`src/inc/cit_consts.vh`:
```
`ifndef CIT_CONSTS_VH
`define CIT_CONSTS_VH

// Register byte offsets
`define CIT_REG_FLAGS 8'h00
`define CIT_REG_DPAGE 8'h04
`define CIT_REG_CYC 8'h08
`define CIT_REG_LEN 8'h0C
`define CIT_REG_NDEC 8'h10

// Flag register fields and reset values
`define CIT_FLD_M 0
`define CIT_FLD_X 1
`define CIT_FLAGS_RST 2'h3
`define CIT_DPAGE_RST 16'h0000

// Length register fields
`define CIT_FLD_ACCB 8
`define CIT_FLD_BRL 9

// Instruction classes
`define CIT_CL_PLAIN 4'h0
`define CIT_CL_IMMD 4'h1
`define CIT_CL_IMMX 4'h2
`define CIT_CL_BRS 4'h3
`define CIT_CL_BRL 4'h4
`define CIT_CL_PUSH 4'h5
`define CIT_CL_PULL 4'h6
`define CIT_CL_BLK1 4'h7
`define CIT_CL_BLK2 4'h8
`define CIT_CL_DIV 4'h9
`define CIT_CL_MUL 4'hA

// Register list bit positions (push and pull masks)
`define CIT_RB_A 0
`define CIT_RB_B 1
`define CIT_RB_X 2
`define CIT_RB_Y 3
`define CIT_RB_DP 4
`define CIT_RB_DBANK 5
`define CIT_RB_PBANK 6
`define CIT_RB_STAT 7

// Cycle figures
`define CIT_DP_EXTRA 20'h00001
`define CIT_BR_TAKEN 20'h00002
`define CIT_PUSH_BASE 20'h0000C
`define CIT_PUSH_MAIN 20'h00002
`define CIT_PUSH_BANK 20'h00001
`define CIT_PULL_BASE 20'h0000E
`define CIT_PULL_MAIN 20'h00003
`define CIT_PULL_DP 20'h00004
`define CIT_BLK_STEP 20'h00007
`define CIT_BLK1_HEAD 20'h00007
`define CIT_BLK1_TAIL 20'h00004
`define CIT_BLK2_HEAD 20'h00009
`define CIT_BLK2_TAIL 20'h00005
`define CIT_DIV_WIDE 20'h00010
`define CIT_MUL_WIDE 20'h00008

`endif

```
`src/verilog/cit_timing.v`:
```
// The address map and the strobed register port were chosen for this implementation.
`timescale 1ns/10ps
// Behaviour
// RL1 - Nonzero direct page low byte adds cycle
// RL2 - Sixteen-bit data immediate adds one byte
// RL3 - Taken branch adds two cycles
// RL4 - Short and long branch displacement forms
// RL5 - Distinct opcodes select accumulator A or B
// RL6 - Push: twelve base, two or one each
// RL7 - Pull: fourteen base, three each, four DP
// RL8 - First block odd count: 7+7(i/2)+4
// RL9 - Second block odd count: 9+7(i/2)+5
// RL10 - Wide divide adds sixteen cycles
// RL11 - Wide multiply adds eight cycles
// RL12 - Sixteen-bit index immediate adds one byte
// RL13 - Sixteen-bit data form one byte longer
// RL14 - Real counts exceed fastest figures with stalls
// RL15 - Width flags sampled at decode time
`include "cit_consts.vh"

module cit_timing #(
  parameter CW = 20, // Cycle count width
  parameter NW = 16 // Block byte count width
) (
  // One clock; reset is synchronous and active low
  input wire clk,
  input wire rstn,
  // Register port
  input wire [7:0] reg_addr,
  input wire [31:0] reg_wdata,
  // Strobes are one-cycle pulses, never both at once
  input wire reg_wr,
  input wire reg_rd,
  output reg [31:0] reg_rdata,
  // Decode request from the core, same clock
  input wire dec_req,
  // Class picks the cycle formula that applies
  input wire [3:0] dec_class,
  // Fastest-mode figures from the opcode table
  input wire [CW-1:0] dec_base_cyc,
  input wire [3:0] dec_base_len,
  // Qualifiers of the opcode being decoded
  input wire dec_uses_dp,
  input wire dec_data16,
  input wire dec_acc_b,
  // Branch outcome and divide/multiply operand width, known when the request is made
  input wire dec_taken,
  input wire dec_wide,
  // Push or pull list, one bit per register
  input wire [7:0] dec_regmask,
  // Byte count of a block transfer
  input wire [NW-1:0] dec_count,
  // Displacement bytes of a branch
  input wire [15:0] dec_operand,
  // Stalls measured by the bus unit
  input wire [7:0] dec_stall_cyc,
  // Decode answer
  output reg res_valid,
  output reg [CW-1:0] res_cycles,
  output reg [3:0] res_bytes,
  // Opcode form flags
  output reg res_acc_b,
  output reg res_long_br,
  output reg [15:0] res_disp,
  // Live copies of the software-held state
  output wire m_flag,
  output wire x_flag,
  output wire [15:0] direct_page_base
);

  // Software-held width flags and direct page base
  reg [1:0] flags_r;
  reg [15:0] dpage_r;
  // Count of decodes taken, visible to software
  reg [31:0] ndec_r;
  // Next values of the answer
  reg [CW-1:0] cyc_nxt;
  reg [3:0] len_nxt;
  reg [15:0] disp_nxt;
  // Register list split by weight
  reg [7:0] main_push;
  reg [7:0] bank_push;
  reg [7:0] main_pull;
  // Half of the block byte count
  wire [NW-1:0] half_cnt;
  // Odd count selects the fixed head and tail
  wire cnt_odd;
  // Direct page low byte off zero
  wire dp_low_nz;

  // Flag and page outputs straight from their registers
  assign m_flag = flags_r[`CIT_FLD_M];
  assign x_flag = flags_r[`CIT_FLD_X];
  assign direct_page_base = dpage_r;
  // Integer half and parity of the byte count
  assign half_cnt = {1'b0, dec_count[NW-1:1]};
  assign cnt_odd = dec_count[0];
  // Low byte only; the high byte never costs a cycle
  assign dp_low_nz = |dpage_r[7:0]; // RL1

  // Number of set bits in a register list
  function [CW-1:0] pop8;
    input [7:0] v;
    // Fixed eight-bit loop, unrolls to an adder tree
    integer k;
    begin
      pop8 = {CW{1'b0}};
      for (k = 0; k < 8; k = k + 1) begin
        pop8 = pop8 + {{(CW-1){1'b0}}, v[k]};
      end
    end
  endfunction

  // Seven cycles per byte pair of a block transfer
  function [CW-1:0] pairs7;
    input [NW-1:0] h;
    begin
      // Kept to CW bits; larger products wrap
      pairs7 = `CIT_BLK_STEP * {{(CW-NW){1'b0}}, h};
    end
  endfunction

  // Register groups by cost
  always @* begin
    // Zero first so every bit is assigned on every path
    main_push = 8'h00;
    bank_push = 8'h00;
    main_pull = 8'h00;
    // Push: A, B, X, Y, DP and status weigh two each
    main_push[`CIT_RB_A] = dec_regmask[`CIT_RB_A];
    main_push[`CIT_RB_B] = dec_regmask[`CIT_RB_B];
    main_push[`CIT_RB_X] = dec_regmask[`CIT_RB_X];
    main_push[`CIT_RB_Y] = dec_regmask[`CIT_RB_Y];
    main_push[`CIT_RB_DP] = dec_regmask[`CIT_RB_DP];
    main_push[`CIT_RB_STAT] = dec_regmask[`CIT_RB_STAT];
    // Bank registers weigh one cycle each
    bank_push[`CIT_RB_DBANK] = dec_regmask[`CIT_RB_DBANK];
    bank_push[`CIT_RB_PBANK] = dec_regmask[`CIT_RB_PBANK];
    // Pull: DP costs four on its own; program bank cannot be pulled
    main_pull = main_push;
    main_pull[`CIT_RB_DP] = 1'b0;
    // Data bank joins the three-cycle group
    main_pull[`CIT_RB_DBANK] = dec_regmask[`CIT_RB_DBANK];
  end

  // Cycle count of the instruction being decoded
  // Table figure stands unless a class formula replaces it
  always @* begin
    cyc_nxt = dec_base_cyc;
    case (dec_class)
      // Short and long branches
      `CIT_CL_BRS, `CIT_CL_BRL: begin
        // Fall-through is the table figure
        if (dec_taken) begin
          cyc_nxt = dec_base_cyc + `CIT_BR_TAKEN; // RL3
        end
      end
      // Push cost depends on the list alone
      `CIT_CL_PUSH: begin
        cyc_nxt = `CIT_PUSH_BASE + `CIT_PUSH_MAIN * pop8(main_push)
                + `CIT_PUSH_BANK * pop8(bank_push); // RL6
      end
      // Pull cost, direct page weighed apart
      `CIT_CL_PULL: begin
        cyc_nxt = `CIT_PULL_BASE + `CIT_PULL_MAIN * pop8(main_pull); // RL7
        // Direct page pull costs four
        if (dec_regmask[`CIT_RB_DP]) begin
          cyc_nxt = cyc_nxt + `CIT_PULL_DP; // RL7
        end
      end
      // First block transfer
      `CIT_CL_BLK1: begin
        // Even counts follow the table base plus the pair cost
        if (cnt_odd) begin
          cyc_nxt = `CIT_BLK1_HEAD + pairs7(half_cnt) + `CIT_BLK1_TAIL; // RL8
        end else begin
          cyc_nxt = dec_base_cyc + pairs7(half_cnt);
        end
      end
      // Second block transfer, longer head and tail
      `CIT_CL_BLK2: begin
        // Even counts follow the table base plus the pair cost
        if (cnt_odd) begin
          cyc_nxt = `CIT_BLK2_HEAD + pairs7(half_cnt) + `CIT_BLK2_TAIL; // RL9
        end else begin
          cyc_nxt = dec_base_cyc + pairs7(half_cnt);
        end
      end
      // Divide: wide operands cost sixteen more
      `CIT_CL_DIV: begin
        if (dec_wide) begin
          cyc_nxt = dec_base_cyc + `CIT_DIV_WIDE; // RL10
        end
      end
      // Multiply: wide operands cost eight more
      `CIT_CL_MUL: begin
        if (dec_wide) begin
          cyc_nxt = dec_base_cyc + `CIT_MUL_WIDE; // RL11
        end
      end
      // Plain and immediate classes keep the table figure
      default: begin
        cyc_nxt = dec_base_cyc;
      end
    endcase
    // Direct page modes pay one more when the low byte is off zero
    if (dec_uses_dp && dp_low_nz) begin
      cyc_nxt = cyc_nxt + `CIT_DP_EXTRA; // RL1
    end
    // Queue refill, odd address and byte-wide bus stalls
    // Added as measured; stalls are not predicted here
    cyc_nxt = cyc_nxt + {{(CW-8){1'b0}}, dec_stall_cyc}; // RL14
  end

  // Byte length, flags taken as they stand at decode
  // At most one byte is added; the tests are exclusive
  always @* begin
    len_nxt = dec_base_len;
    if (dec_class == `CIT_CL_IMMD && !m_flag) begin
      // Two-byte data immediate
      len_nxt = dec_base_len + 4'h1; // RL2 RL15
    end else if (dec_class == `CIT_CL_IMMX && !x_flag) begin
      // Two-byte index immediate
      len_nxt = dec_base_len + 4'h1; // RL12 RL15
    end else if (dec_data16 && !m_flag) begin
      // Sixteen-bit memory data
      len_nxt = dec_base_len + 4'h1; // RL13 RL15
    end
  end

  // Branch displacement, sign extended from the short form
  always @* begin
    if (dec_class == `CIT_CL_BRS) begin
      // Short form: eight bits, sign extended
      disp_nxt = {{8{dec_operand[7]}}, dec_operand[7:0]}; // RL4
    end else if (dec_class == `CIT_CL_BRL) begin
      // Long form is already sixteen bits
      disp_nxt = dec_operand; // RL4
    end else begin
      // Other classes carry no displacement
      disp_nxt = 16'h0000;
    end
  end

  // Answer registers, one cycle after the request
  always @(posedge clk) begin
    if (!rstn) begin
      // Answer cleared while reset is low
      res_valid <= 1'b0;
      res_cycles <= {CW{1'b0}};
      res_bytes <= 4'h0;
      res_acc_b <= 1'b0;
      res_long_br <= 1'b0;
      res_disp <= 16'h0000;
    end else begin
      // Valid follows the request by one cycle
      res_valid <= dec_req;
      // Hold last answer when idle
      // Fields stay so software can read them later
      if (dec_req) begin
        res_cycles <= cyc_nxt;
        res_bytes <= len_nxt;
        res_acc_b <= dec_acc_b; // RL5
        res_long_br <= (dec_class == `CIT_CL_BRL); // RL4
        res_disp <= disp_nxt;
      end
    end
  end

  // Decode counter
  // Software reads it to see how many decodes ran
  always @(posedge clk) begin
    if (!rstn) begin
      // Held at zero in reset; wraps after all ones
      ndec_r <= 32'h00000000;
    end else if (dec_req) begin
      ndec_r <= ndec_r + 32'h00000001;
    end
  end

  // Register writes
  // Writes to read-only offsets change nothing
  always @(posedge clk) begin
    if (!rstn) begin
      // Both widths back to eight bits, page zero
      flags_r <= `CIT_FLAGS_RST;
      dpage_r <= `CIT_DPAGE_RST;
    end else if (reg_wr) begin
      case (reg_addr)
        `CIT_REG_FLAGS: begin
          // Bits above the two flags are dropped
          flags_r <= reg_wdata[1:0];
        end
        `CIT_REG_DPAGE: begin
          // Full sixteen-bit base
          dpage_r <= reg_wdata[15:0];
        end
        default: begin
          // Read-only and unmapped: ignored
          flags_r <= flags_r;
        end
      endcase
    end
  end

  // Register reads, data in the next cycle only
  // Registered so the read answer never glitches
  always @(posedge clk) begin
    if (!rstn) begin
      // Zero outside the answer cycle
      reg_rdata <= 32'h00000000;
    end else if (reg_rd) begin
      case (reg_addr)
        `CIT_REG_FLAGS: begin
          // Width flags in the low two bits
          reg_rdata <= {30'h0000000, flags_r};
        end
        `CIT_REG_DPAGE: begin
          // Direct page base, zero extended
          reg_rdata <= {16'h0000, dpage_r};
        end
        `CIT_REG_CYC: begin
          // Last cycle count answered
          reg_rdata <= {{(32-CW){1'b0}}, res_cycles};
        end
        `CIT_REG_LEN: begin
          // Length and opcode form flags
          reg_rdata <= {22'h00000, res_long_br, res_acc_b, 4'h0, res_bytes};
        end
        `CIT_REG_NDEC: begin
          // Decodes taken since reset
          reg_rdata <= ndec_r;
        end
        default: begin
          // Unmapped reads return zero
          reg_rdata <= 32'h00000000;
        end
      endcase
    end else begin
      // No strobe: drive zero
      reg_rdata <= 32'h00000000;
    end
  end

endmodule // cit_timing

```
`config.mk`:
```
export PLATFORM = sky130hd
export DESIGN_NAME = cit_timing
export DESIGN_NICKNAME = d
export VERILOG_FILES = /design/src/verilog/cit_timing.v
export VERILOG_INCLUDE_DIRS = /design/src /design/src/inc
export SDC_FILE = /design/constraint.sdc
export NUM_CORES = 1
export LEC_CHECK = 0
export BUFFER_PORTS_ARGS = -buffer_cell sky130_fd_sc_hd__clkbuf_2
export CORE_ASPECT_RATIO = 1.1
export CORE_MARGIN = 2
export CORE_UTILIZATION = 52
export DETAILED_ROUTE_END_ITERATION = 6
export PLACE_DENSITY_LB_ADDON = 0.05
export SLEW_MARGIN = 20
export SYNTH_ARGS = -nofsm -noshare
export SYNTH_HDL_FRONTEND = slang
export SYNTH_SLANG_ARGS = --single-unit
```
`constraint.sdc`:
```
create_clock -name clk -period 6.7 [get_ports clk]
set_input_delay 0.335 -clock clk [delete_from_list [all_inputs] [get_ports clk]]
set_output_delay 0.335 -clock clk [all_outputs]
set_load 0.05 [all_outputs]
```
==> results of run 1 <==
## registers in the layout (all words and copies together), names as in the netlist, 2 cells and up
register,count
res_cycles,20
flags_r,2
res_bytes,4
direct_page_base,16
ndec_r,32
res_disp,16
reg_rdata,32
## where the power goes
group	leakage [nW]	switching [W]	internal [W]
logic	4.26	0.000939	0.000603
clock network	0.303	0.000361	0.000598
registers	1.01	0.0000247	0.000768
total	5.58	0.00132	0.00197
## area by class of cell
class / instances / area share [%]
Multi-Input combinational cell: 1207 / 62.4
Sequential cell: 125 / 18.5
Timing Repair Buffer: 254 / 10.3
Clock buffer: 17 / 3.14
Tap cell: 295 / 2.72
Inverter: 54 / 1.49
Clock inverter: 15 / 1.47
## kinds of logic after synthesis
kind of cell               count (synthesis)  share of synthesized area [%]
adders and majority gates                 85                           10.7
AOI/OAI and AO/OA                        427                           25.7
and+or+nand+nor                          561                           26.3
muxes                                     31                           2.81
DFF                                      125                           21.8
xor gates and xnor gates                 103                           7.98
buffers and inverters                    135                           4.76
## layer usage
metal  up-vias  track usage, %  share of wire [%]
met4         0            9.54                2.9
li1       5808               -                  -
met1      5586            36.0                 42
met5         -               0                  0
met3        71            3.00                5.5
met2       427            51.3                 49
## cell usage in the layout, fill, tap and decap left out, types with 38 or more instances in the layout
master | synthesis | routed
a21oi_1 | 94 | 94
nand2_1 | 148 | 148
ha_1 | 63 | 63
nor2_1 | 97 | 97
nand3_1 | 55 | 55
nor3_1 | 39 | 38
buf_4 | 3 | 52
xnor2_1 | 69 | 69
clkbuf_2 | 0 | 202
inv_1 | 51 | 51
and2_1 | 52 | 52
o21ai_0 | 63 | 63
dfxtp_1 | 125 | 125
## tightest hold or removal path, stage by stage
cell	delay, ns
clkbuf_2	0.08
nand2_1	0.04
a21oi_1	0.05
## Yosys cell counts (23+ instances only)
library cell	number	area [µm²]
nand2_1	148	556
dfxtp_1	125	2500
nor2_1	97	364
a21oi_1	94	470
xnor2_1	69	604
ha_1	63	788
o21ai_0	63	315
clkbuf_1	55	206
nand3_1	55	275
and2_1	52	325
inv_1	51	191
nor3_1	39	195
a21boi_0	37	278
xor2_1	33	289
nand4_1	32	200
a22oi_1	25	188
o211ai_1	23	173
## stage by stage
step                      hold WS [ns]  area, µm²
after global placement           0.452      12900
after CTS                        0.133      13600
after detailed placement         0.468      12900
after floorplan                  0.439      11500
after global routing             0.136      13600
final                            0.144      13600
## final timing paths
kind,from,endpoint,slack [ns],depth (start not counted)
worst min-delay path,dec_operand[8],res_disp[8],0.14,3
worst min register to register,res_disp[4],res_disp[4],0.47,2
worst max-delay path,dec_regmask[0],res_cycles[17],0.39,29
worst max register to register,direct_page_base[4],res_cycles[18],2.89,19
## repair_timing
| action | in CTS | in global routing |
|---|---|---|
| hold buffers | 0 | 0 |
| resized for setup | 0 | 2 |
| setup endpoints to repair | 0 | 4 |
==> reports/results.ini, run 1 <==
[run_status]
outcome=finished, final reports clean

[sta]
slew_headroom_pct=30.3
max_freq_ghz=0.159
finalHoldViolCount=0
final_max_slew_viol_count=0
finClkSkew_ns=0.00913
rsz0062_at_grt=no
tightest_slew_ns=1.04
min_period_ns=6.31
period_share_pct=94.1
setup_violations=0
setup-tns-final_ns=0
setup_ws_ns=0.395

[global_routing]
antenna_found_initial=0
grt_max_degree=96
grt_overflow=0
grt_pass1_vias=10963
track_usage_pct=28.7
grt_pass1_wl_um=55200

[routing]
firstDrtPassIters=5
num_vias=11892
wl_per_cell_um=17.4
drc=0
antenna_left=0
drt_iter0_markers=848
wl_um=34300
vias_per_cell=6.05

[setup_path]
cp_slowest_stage_delay_ns=0.54
cp_data_required_time_ns=7.05
endpoint_kind=flip-flop
crit_family=adder cells
critPathLaunchType=input port
crit_type=in -> reg
crit_buf_inv=4
path_max_fanout=4
crit_path_frequent_cell=ha_1
worstPathArrival_ns=6.65
slowest_stage=or4_4

[power_and_ir_drop]
powerDensity_mw_per_mm2=243
finalPower_w=0.00329
max-vdd-ir-drop_v=0.000140
power.leakage_nw=5.58

[cts]
clk_pin_slew_ns=0.06
cts_sinks=125
cts_tree=yes
htreeDepth=4
clock_path_buffers=2
clock_latency_ns=0.41
ctsRootBufferMaster=clkbuf_16
post-cts-setup-buffers=0
numCtsBuffers=17

[synthesis]
synth_nets=1678
synthCells=1467
seq_area_frac_synth_pct=21.8
synthFlopType=dfxtp_1
synth-async-reset-ratio_pct=0
synth_edf_count=0
synth_seq_cells=125
synth_area_per_cell_um2=7.83
netlist_area_mm2=0.0115
ys.warnings.count=0
synth.distinct_cells=99

[die]
die_height_um=160
ios=219
core-area_mm2=0.0219
core.rowCount=57
start_util_pct=52.5
die_x_um=146
die_area_mm2=0.0233

[job]
maxCapViolations=0

[cells_and_area]
drive_above_1_share_pct=19.7
area_delta_synth_final_pct=18.1
num_antenna_cells=0
utilization_pct=61.9
finalNetCount=1870
final.fill_count=2056
fin_cells=1967
register_area_mm2=0.00250
multiInputGateArea_mm2=0.00846

[min_path]
hold_class=in -> reg

[place]
io_buffers=202
preCtsSetupSlack_ns=-0.0278
dpl.hpwl_um=26700
dp_cells=1935
place_congestion=0.939

(Power assumes the default switching activity.)
==> inputs of run 2 (changes only) <==
--- a/config.mk
+++ b/config.mk
@@ -6,12 +6,12 @@
 export SDC_FILE = /design/constraint.sdc
 export NUM_CORES = 1
 export LEC_CHECK = 0
+export ABC_CLOCK_PERIOD_IN_PS = 6700
 export BUFFER_PORTS_ARGS = -buffer_cell sky130_fd_sc_hd__clkbuf_2
 export CORE_ASPECT_RATIO = 1.1
-export CORE_MARGIN = 2
 export CORE_UTILIZATION = 52
 export DETAILED_ROUTE_END_ITERATION = 6
-export PLACE_DENSITY_LB_ADDON = 0.05
+export PLACE_DENSITY = 0.79
 export SLEW_MARGIN = 20
 export SYNTH_ARGS = -nofsm -noshare
 export SYNTH_HDL_FRONTEND = slang
==> run 2 against run 1 <==
Net effect: global-route usage is 1.7 points higher; sequential power hardly changed; register-to-register slack better by 0.04 ns; core utilization is 0.57 points higher; routed wire length is 0.19% higher; fmax is 0.88% lower; first-iteration DRC count is 7.3% higher; worst setup slack worse by 0.056 ns; clock skew hardly changed; final area is 0.86% lower.
==> reports/results.ini, run 2 (synthesized netlist as in run 1, its figures left out) <==
[run_status]
outcome=finished, final reports clean

[sta]
tightest_slew_ns=1.05  ; +0.00350 ns
max_freq_ghz=0.157  ; -0.88%
rsz0062_at_grt=no
slew_headroom_pct=30.0  ; -0.23 points
final_max_slew_viol_count=0  ; unchanged
period_share_pct=94.9  ; +0.84 points
min_period_ns=6.36  ; +0.0561 ns
setup_violations=0  ; unchanged
finalHoldViolCount=0  ; unchanged
finClkSkew_ns=0.00915  ; +0.0000208 ns

[cts]
clk_pin_slew_ns=0.06  ; about the same
numCtsBuffers=17  ; unchanged
cts_hold_buf=0  ; unchanged
clock_path_buffers=2  ; unchanged
ctsRootBufferMaster=clkbuf_16
clock_latency_ns=0.41  ; about the same
cts_tree=yes
htreeDepth=4  ; unchanged
cts_sinks=125  ; unchanged

[global_routing]
grt_pass1_wl_um=55400  ; +0.41%
grt_overflow=0  ; unchanged
track_usage_pct=30.4  ; +1.7 points
antenna_found_initial=0  ; unchanged
grt_pass1_vias=11324  ; +3.3%
grt_max_degree=96  ; unchanged

[place]
placed_cell_area_mm2=0.0128  ; -0.75%
dp_cells=1918  ; -0.88%
dpl.hpwl_um=26600  ; -0.48%
io_buffers=202  ; unchanged
place_congestion=0.974  ; +3.8%

[cells_and_area]
area_delta_synth_final_pct=17.1
layout_commonest_cell=clkbuf_2
mostFrequentLayoutCells=202 x clkbuf_2, 148 x nand2_1, 125 x dfxtp_1
num_antenna_cells=0  ; unchanged
largestRegisters=ndec_r x32, reg_rdata x32, res_cycles x20
final_area_mm2=0.0134  ; -0.86%
fin_cells=1951  ; -0.81%
final.fill_count=1919  ; -6.7%
drive_above_1_share_pct=19.1  ; -0.53 points
finalNetCount=1859  ; -0.59%

[power_and_ir_drop]
power.leakage_nw=5.51  ; -1.2%
finalPower_w=0.00323  ; -1.8%
powerDensity_mw_per_mm2=240  ; -0.99%
max-vdd-ir-drop_v=0.000129  ; -8.0%

[job]
maxCapViolations=0  ; unchanged

[routing]
drt_iter0_markers=910  ; +7.3%
wl_um=34400  ; +0.19%
drc=0  ; unchanged
antenna_left=0  ; unchanged
firstDrtPassIters=6  ; +1
vias_per_cell=6.11  ; +1.0%
wl_per_cell_um=17.6  ; +1.0%
num_vias=11914  ; +0.18%

[die]
start_util_pct=53.4  ; +0.94 points
core.rowCount=56  ; -1.8%
die_height_um=158  ; -1.3%
die_area_mm2=0.0227  ; -2.6%
core-area_mm2=0.0215  ; -1.8%
die_x_um=144  ; -1.4%
ios=219  ; unchanged

[min_path]
hold_class=in -> reg

[setup_path]
path_max_fanout=5  ; +1
crit_type=in -> reg
crit_path_frequent_cell=ha_1
cp_slowest_stage_delay_ns=0.54  ; about the same
worstPathArrival_ns=6.71  ; +0.06 ns
slowest_stage=fa_1
cp_data_required_time_ns=7.05  ; about the same
endpoint_kind=flip-flop
critPathLaunchType=input port

run 2: area by class of cell:
class | count | area (µm²) | area share [%]
clock inverters | 15 | 171 | 1.27
clock buffers | 17 | 425 | 3.16
inverters | 54 | 203 | 1.51
well taps | 290 | 363 | 2.70
flip-flops and latches | 125 | 2500 | 18.6
multi-input cells | 1207 | 8460 | 62.9
repair buffers | 243 | 1320 | 9.81
run 2: layer usage:
| metal | share of wire [%] | vias to the layer above | track usage, % | wire, µm |
|---|---|---|---|---|
| met3 | 6.0 | 98 | 3.57 | 2050 |
| met2 | 49 | 481 | 55.7 | 16900 |
| met1 | 41 | 5553 | 35.2 | 14000 |
| li1 | - | 5782 | - | - |
| met5 | 0 | - | 0 | 0 |
| met4 | 4.1 | 0 | 13.6 | 1410 |
run 2: report_power, final:
part,switching [W],leakage (nW),internal (W)
clock network,0.000379,0.283,0.000530
logic,0.000939,4.21,0.000592
registers,0.0000251,1.01,0.000768
total,0.00134,5.51,0.00189
run 2: worst max-delay path, delay by kind of cell:
family	cells	cell delay, ns
compound gates	4	0.54
simple gates	10	2.12
xor+xnor	2	0.36
fa+ha+maj	9	3.12
buf+inv	4	0.24
run 2: worst paths after layout:
check | start | to | slack [ns] | cells past startpoint
hold / removal | dec_operand[8] | res_disp[8] | 0.14 | 3
hold reg to reg | res_disp[7] | res_disp[7] | 0.48 | 2
setup / recovery | dec_regmask[0] | res_cycles[17] | 0.34 | 29
setup reg to reg | direct_page_base[4] | res_cycles[17] | 2.93 | 17
run 2: what timing repair did:
| item | CTS | global route |
|---|---|---|
| buffers inserted | 0 | 1 |
| resized for setup | 0 | 2 |
| setup endpoints to repair | 0 | 5 |
run 2: per-stage QoR:
stage | hold slack (ns) | TNS (ns) | worst slack (ns) | util, %
floorplan | 0.439 | 0 | 0.0771 | -
global placement | 0.453 | 0 | 0.0259 | 59.6
CTS | 0.132 | 0 | 0.307 | 62.4
finish | 0.140 | 0 | 0.339 | 62.5
detailed placement | 0.475 | -0.364 | -0.107 | 59.6
global route | 0.148 | 0 | 0.0213 | 62.5
==> inputs of run 3 (changes only) <==
--- a/config.mk
+++ b/config.mk
@@ -8,10 +8,14 @@
 export LEC_CHECK = 0
 export ABC_CLOCK_PERIOD_IN_PS = 6700
 export BUFFER_PORTS_ARGS = -buffer_cell sky130_fd_sc_hd__clkbuf_2
+export CELL_PAD_IN_SITES_DETAIL_PLACEMENT = 1
+export CELL_PAD_IN_SITES_GLOBAL_PLACEMENT = 1
 export CORE_ASPECT_RATIO = 1.1
-export CORE_UTILIZATION = 52
+export CORE_UTILIZATION = 38
 export DETAILED_ROUTE_END_ITERATION = 6
-export PLACE_DENSITY = 0.79
+export GPL_TIMING_DRIVEN = 1
+export PLACE_DENSITY_LB_ADDON = 0.1
+export SKIP_CTS_REPAIR_TIMING = 1
 export SLEW_MARGIN = 20
 export SYNTH_ARGS = -nofsm -noshare
 export SYNTH_HDL_FRONTEND = slang
==> run 3 against run 2 <==
Net effect: hold slack got worse by 0.0027 ns; count of clock-buffer cells in the layout increased by 4; combinational power increased by 5%; final area increased by 1.7%; global-route usage decreased by 4.4 points; routed wire length increased by 17%; worst setup slack improved by 0.0089 ns; first-iteration DRC count decreased by 23%; clock power decreased by 4.6%; critical endpoint unchanged; largest cell class unchanged; largest power group unchanged.
==> reports/results.ini, run 3 (synthesized netlist as in run 1, its figures left out) <==
[die]
start_util_pct=38.7  ; -15 points
die_area_mm2=0.0309  ; +36%
die_height_um=184  ; +17%
die_x_um=168  ; +17%
core-area_mm2=0.0296  ; +38%
ios=219  ; unchanged
core.rowCount=66  ; +18%

[place]
preCtsSetupSlack_ns=-0.140  ; -0.0338 ns
place_congestion=0.876  ; -10%
placed_cell_area_mm2=0.0131  ; +1.9%
dpl.hpwl_um=31700  ; +19%
io_buffers=202  ; unchanged
dp_cells=2020  ; +5.3%

[cts]
cts_sinks=125  ; unchanged
ctsRootBufferMaster=clkbuf_16
numCtsBuffers=17  ; unchanged
cts_tree=yes
clock_path_buffers=2  ; unchanged
clk_pin_slew_ns=0.06  ; about the same
htreeDepth=4  ; unchanged
clock_latency_ns=0.42  ; about the same

[global_routing]
grt_pass1_wl_um=64500  ; +16%
grt_max_degree=96  ; unchanged
antenna_found_initial=0  ; unchanged
grt_overflow=0  ; unchanged
grt_pass1_vias=12130  ; +7.1%
track_usage_pct=26.0  ; -4.4 points

[sta]
setup-tns-final_ns=0  ; unchanged
period_share_pct=94.8  ; -0.13 points
tightest_slew_ns=1.10  ; +0.0543 ns
max_freq_ghz=0.157  ; +0.14%
finalHoldViolCount=0  ; unchanged
slew_headroom_pct=25.5  ; -4.5 points
final_max_slew_viol_count=0  ; unchanged
min_period_ns=6.35  ; -0.00887 ns
setup_violations=0  ; unchanged
finClkSkew_ns=0.0109  ; +0.00174 ns
setup_ws_ns=0.348  ; +0.00887 ns

[setup_path]
slowest_stage=or4_4
cp_data_required_time_ns=7.06  ; about the same
path_max_fanout=4  ; -1
critPathLaunchType=input port
crit_type=in -> reg
crit_path_frequent_cell=ha_1
cp_slowest_stage_delay_ns=0.54  ; about the same
endpoint_kind=flip-flop
worstPathArrival_ns=6.71  ; about the same

[routing]
vias_per_cell=5.85  ; -4.1%
wl_um=40300  ; +17%
drc=0  ; unchanged
wl_per_cell_um=19.6  ; +11%
antenna_left=0  ; unchanged
firstDrtPassIters=5  ; -1
drt_iter0_markers=701  ; -23%
num_vias=12013  ; +0.83%

[cells_and_area]
finalNetCount=1877  ; +0.97%
fin_cells=2052  ; +5.2%
final_area_mm2=0.0137  ; +1.7%
drive_above_1_share_pct=20.1  ; +0.94 points
mostFrequentLayoutCells=202 x clkbuf_2, 148 x nand2_1, 125 x dfxtp_1
num_antenna_cells=0  ; unchanged
layout_commonest_cell=clkbuf_2
final.fill_count=3706  ; +93%
area_delta_synth_final_pct=19.1
largestRegisters=ndec_r x32, reg_rdata x32, res_cycles x20

[power_and_ir_drop]
p_clk_share_pct=26.5  ; -1.6 points
max-vdd-ir-drop_v=0.000161  ; +25%
powerDensity_mw_per_mm2=239  ; -0.47%
power.leakage_nw=5.58  ; +1.4%
switching_share_pct=41.1  ; -0.44 points
power.switching_w=0.00135  ; +0.16%
p_int_w=0.00193  ; +2.0%
p_seq_share_pct=24.2  ; -0.3 points
combPwrFrac_pct=49.3  ; +1.9 points

[job]
maxCapViolations=0  ; unchanged

[run_status]
outcome=finished, final reports clean

[min_path]
hold_class=in -> reg

==> run 3: cell count changes in the layout (fill, tap and decap cells not counted), sizes merged <==
cell / change
clkinv: +2
clkinvlp: +2
inv: -9
buf: +18
clkbuf: +4
==> run 3: metrics by stage <==
stage	utilization [%]	power [W]	hold WS, ns
detailed placement	44.1	0.00240	0.470
finish	46.1	0.00327	0.137
CTS	46.0	0.00327	0.125
floorplan	-	0.00191	0.439
global placement	44.1	0.00236	0.456
global route	46.1	0.00348	0.144
==> run 3: final cells by class <==
cell class / instances / area (µm²) / area share, %
Clock inverter: 10 / 91.3 / 0.668
Multi-Input combinational cell: 1207 / 8490 / 62.1
Inverter: 54 / 203 / 1.48
Clock buffer: 21 / 470 / 3.44
Sequential cell: 125 / 2500 / 18.3
Timing Repair Buffer: 261 / 1450 / 10.6
Tap cell: 374 / 468 / 3.42
==> run 3: worst paths after layout <==
check                 startpoint             end  slack (ns)  cells past startpoint
max               dec_regmask[0]  res_cycles[17]        0.35                     29
max reg2reg  direct_page_base[4]  res_cycles[18]        2.87                     19
min reg2reg          res_disp[4]     res_disp[4]        0.48                      2
min              dec_operand[15]    res_disp[15]        0.14                      3
==> run 3: per-layer routing <==
layer / track usage, % / routed length [µm]
met1: 31.5 / 17700
met5: 0 / 0
met3: 2.66 / 1330
met4: 9.32 / 918
met2: 47.4 / 20300
==> run 3: power by group through the flow <==
stage	Sequential, W	Clock (W)	Combinational (W)
global route	0.000796	0.000914	0.00177
global placement	0.000807	0	0.00155
CTS	0.000792	0.000880	0.00160
finish	0.000793	0.000867	0.00161
detailed placement	0.000808	0	0.00159
floorplan	0.000878	0	0.00103
==> run 3: critical path, delay by kind of cell <==
family / cells / cell delay [ns]
fa+ha+maj: 9 / 3.16
simple gates: 10 / 2.08
compound gates: 4 / 0.54
xor+xnor: 2 / 0.33
buf+inv: 4 / 0.24
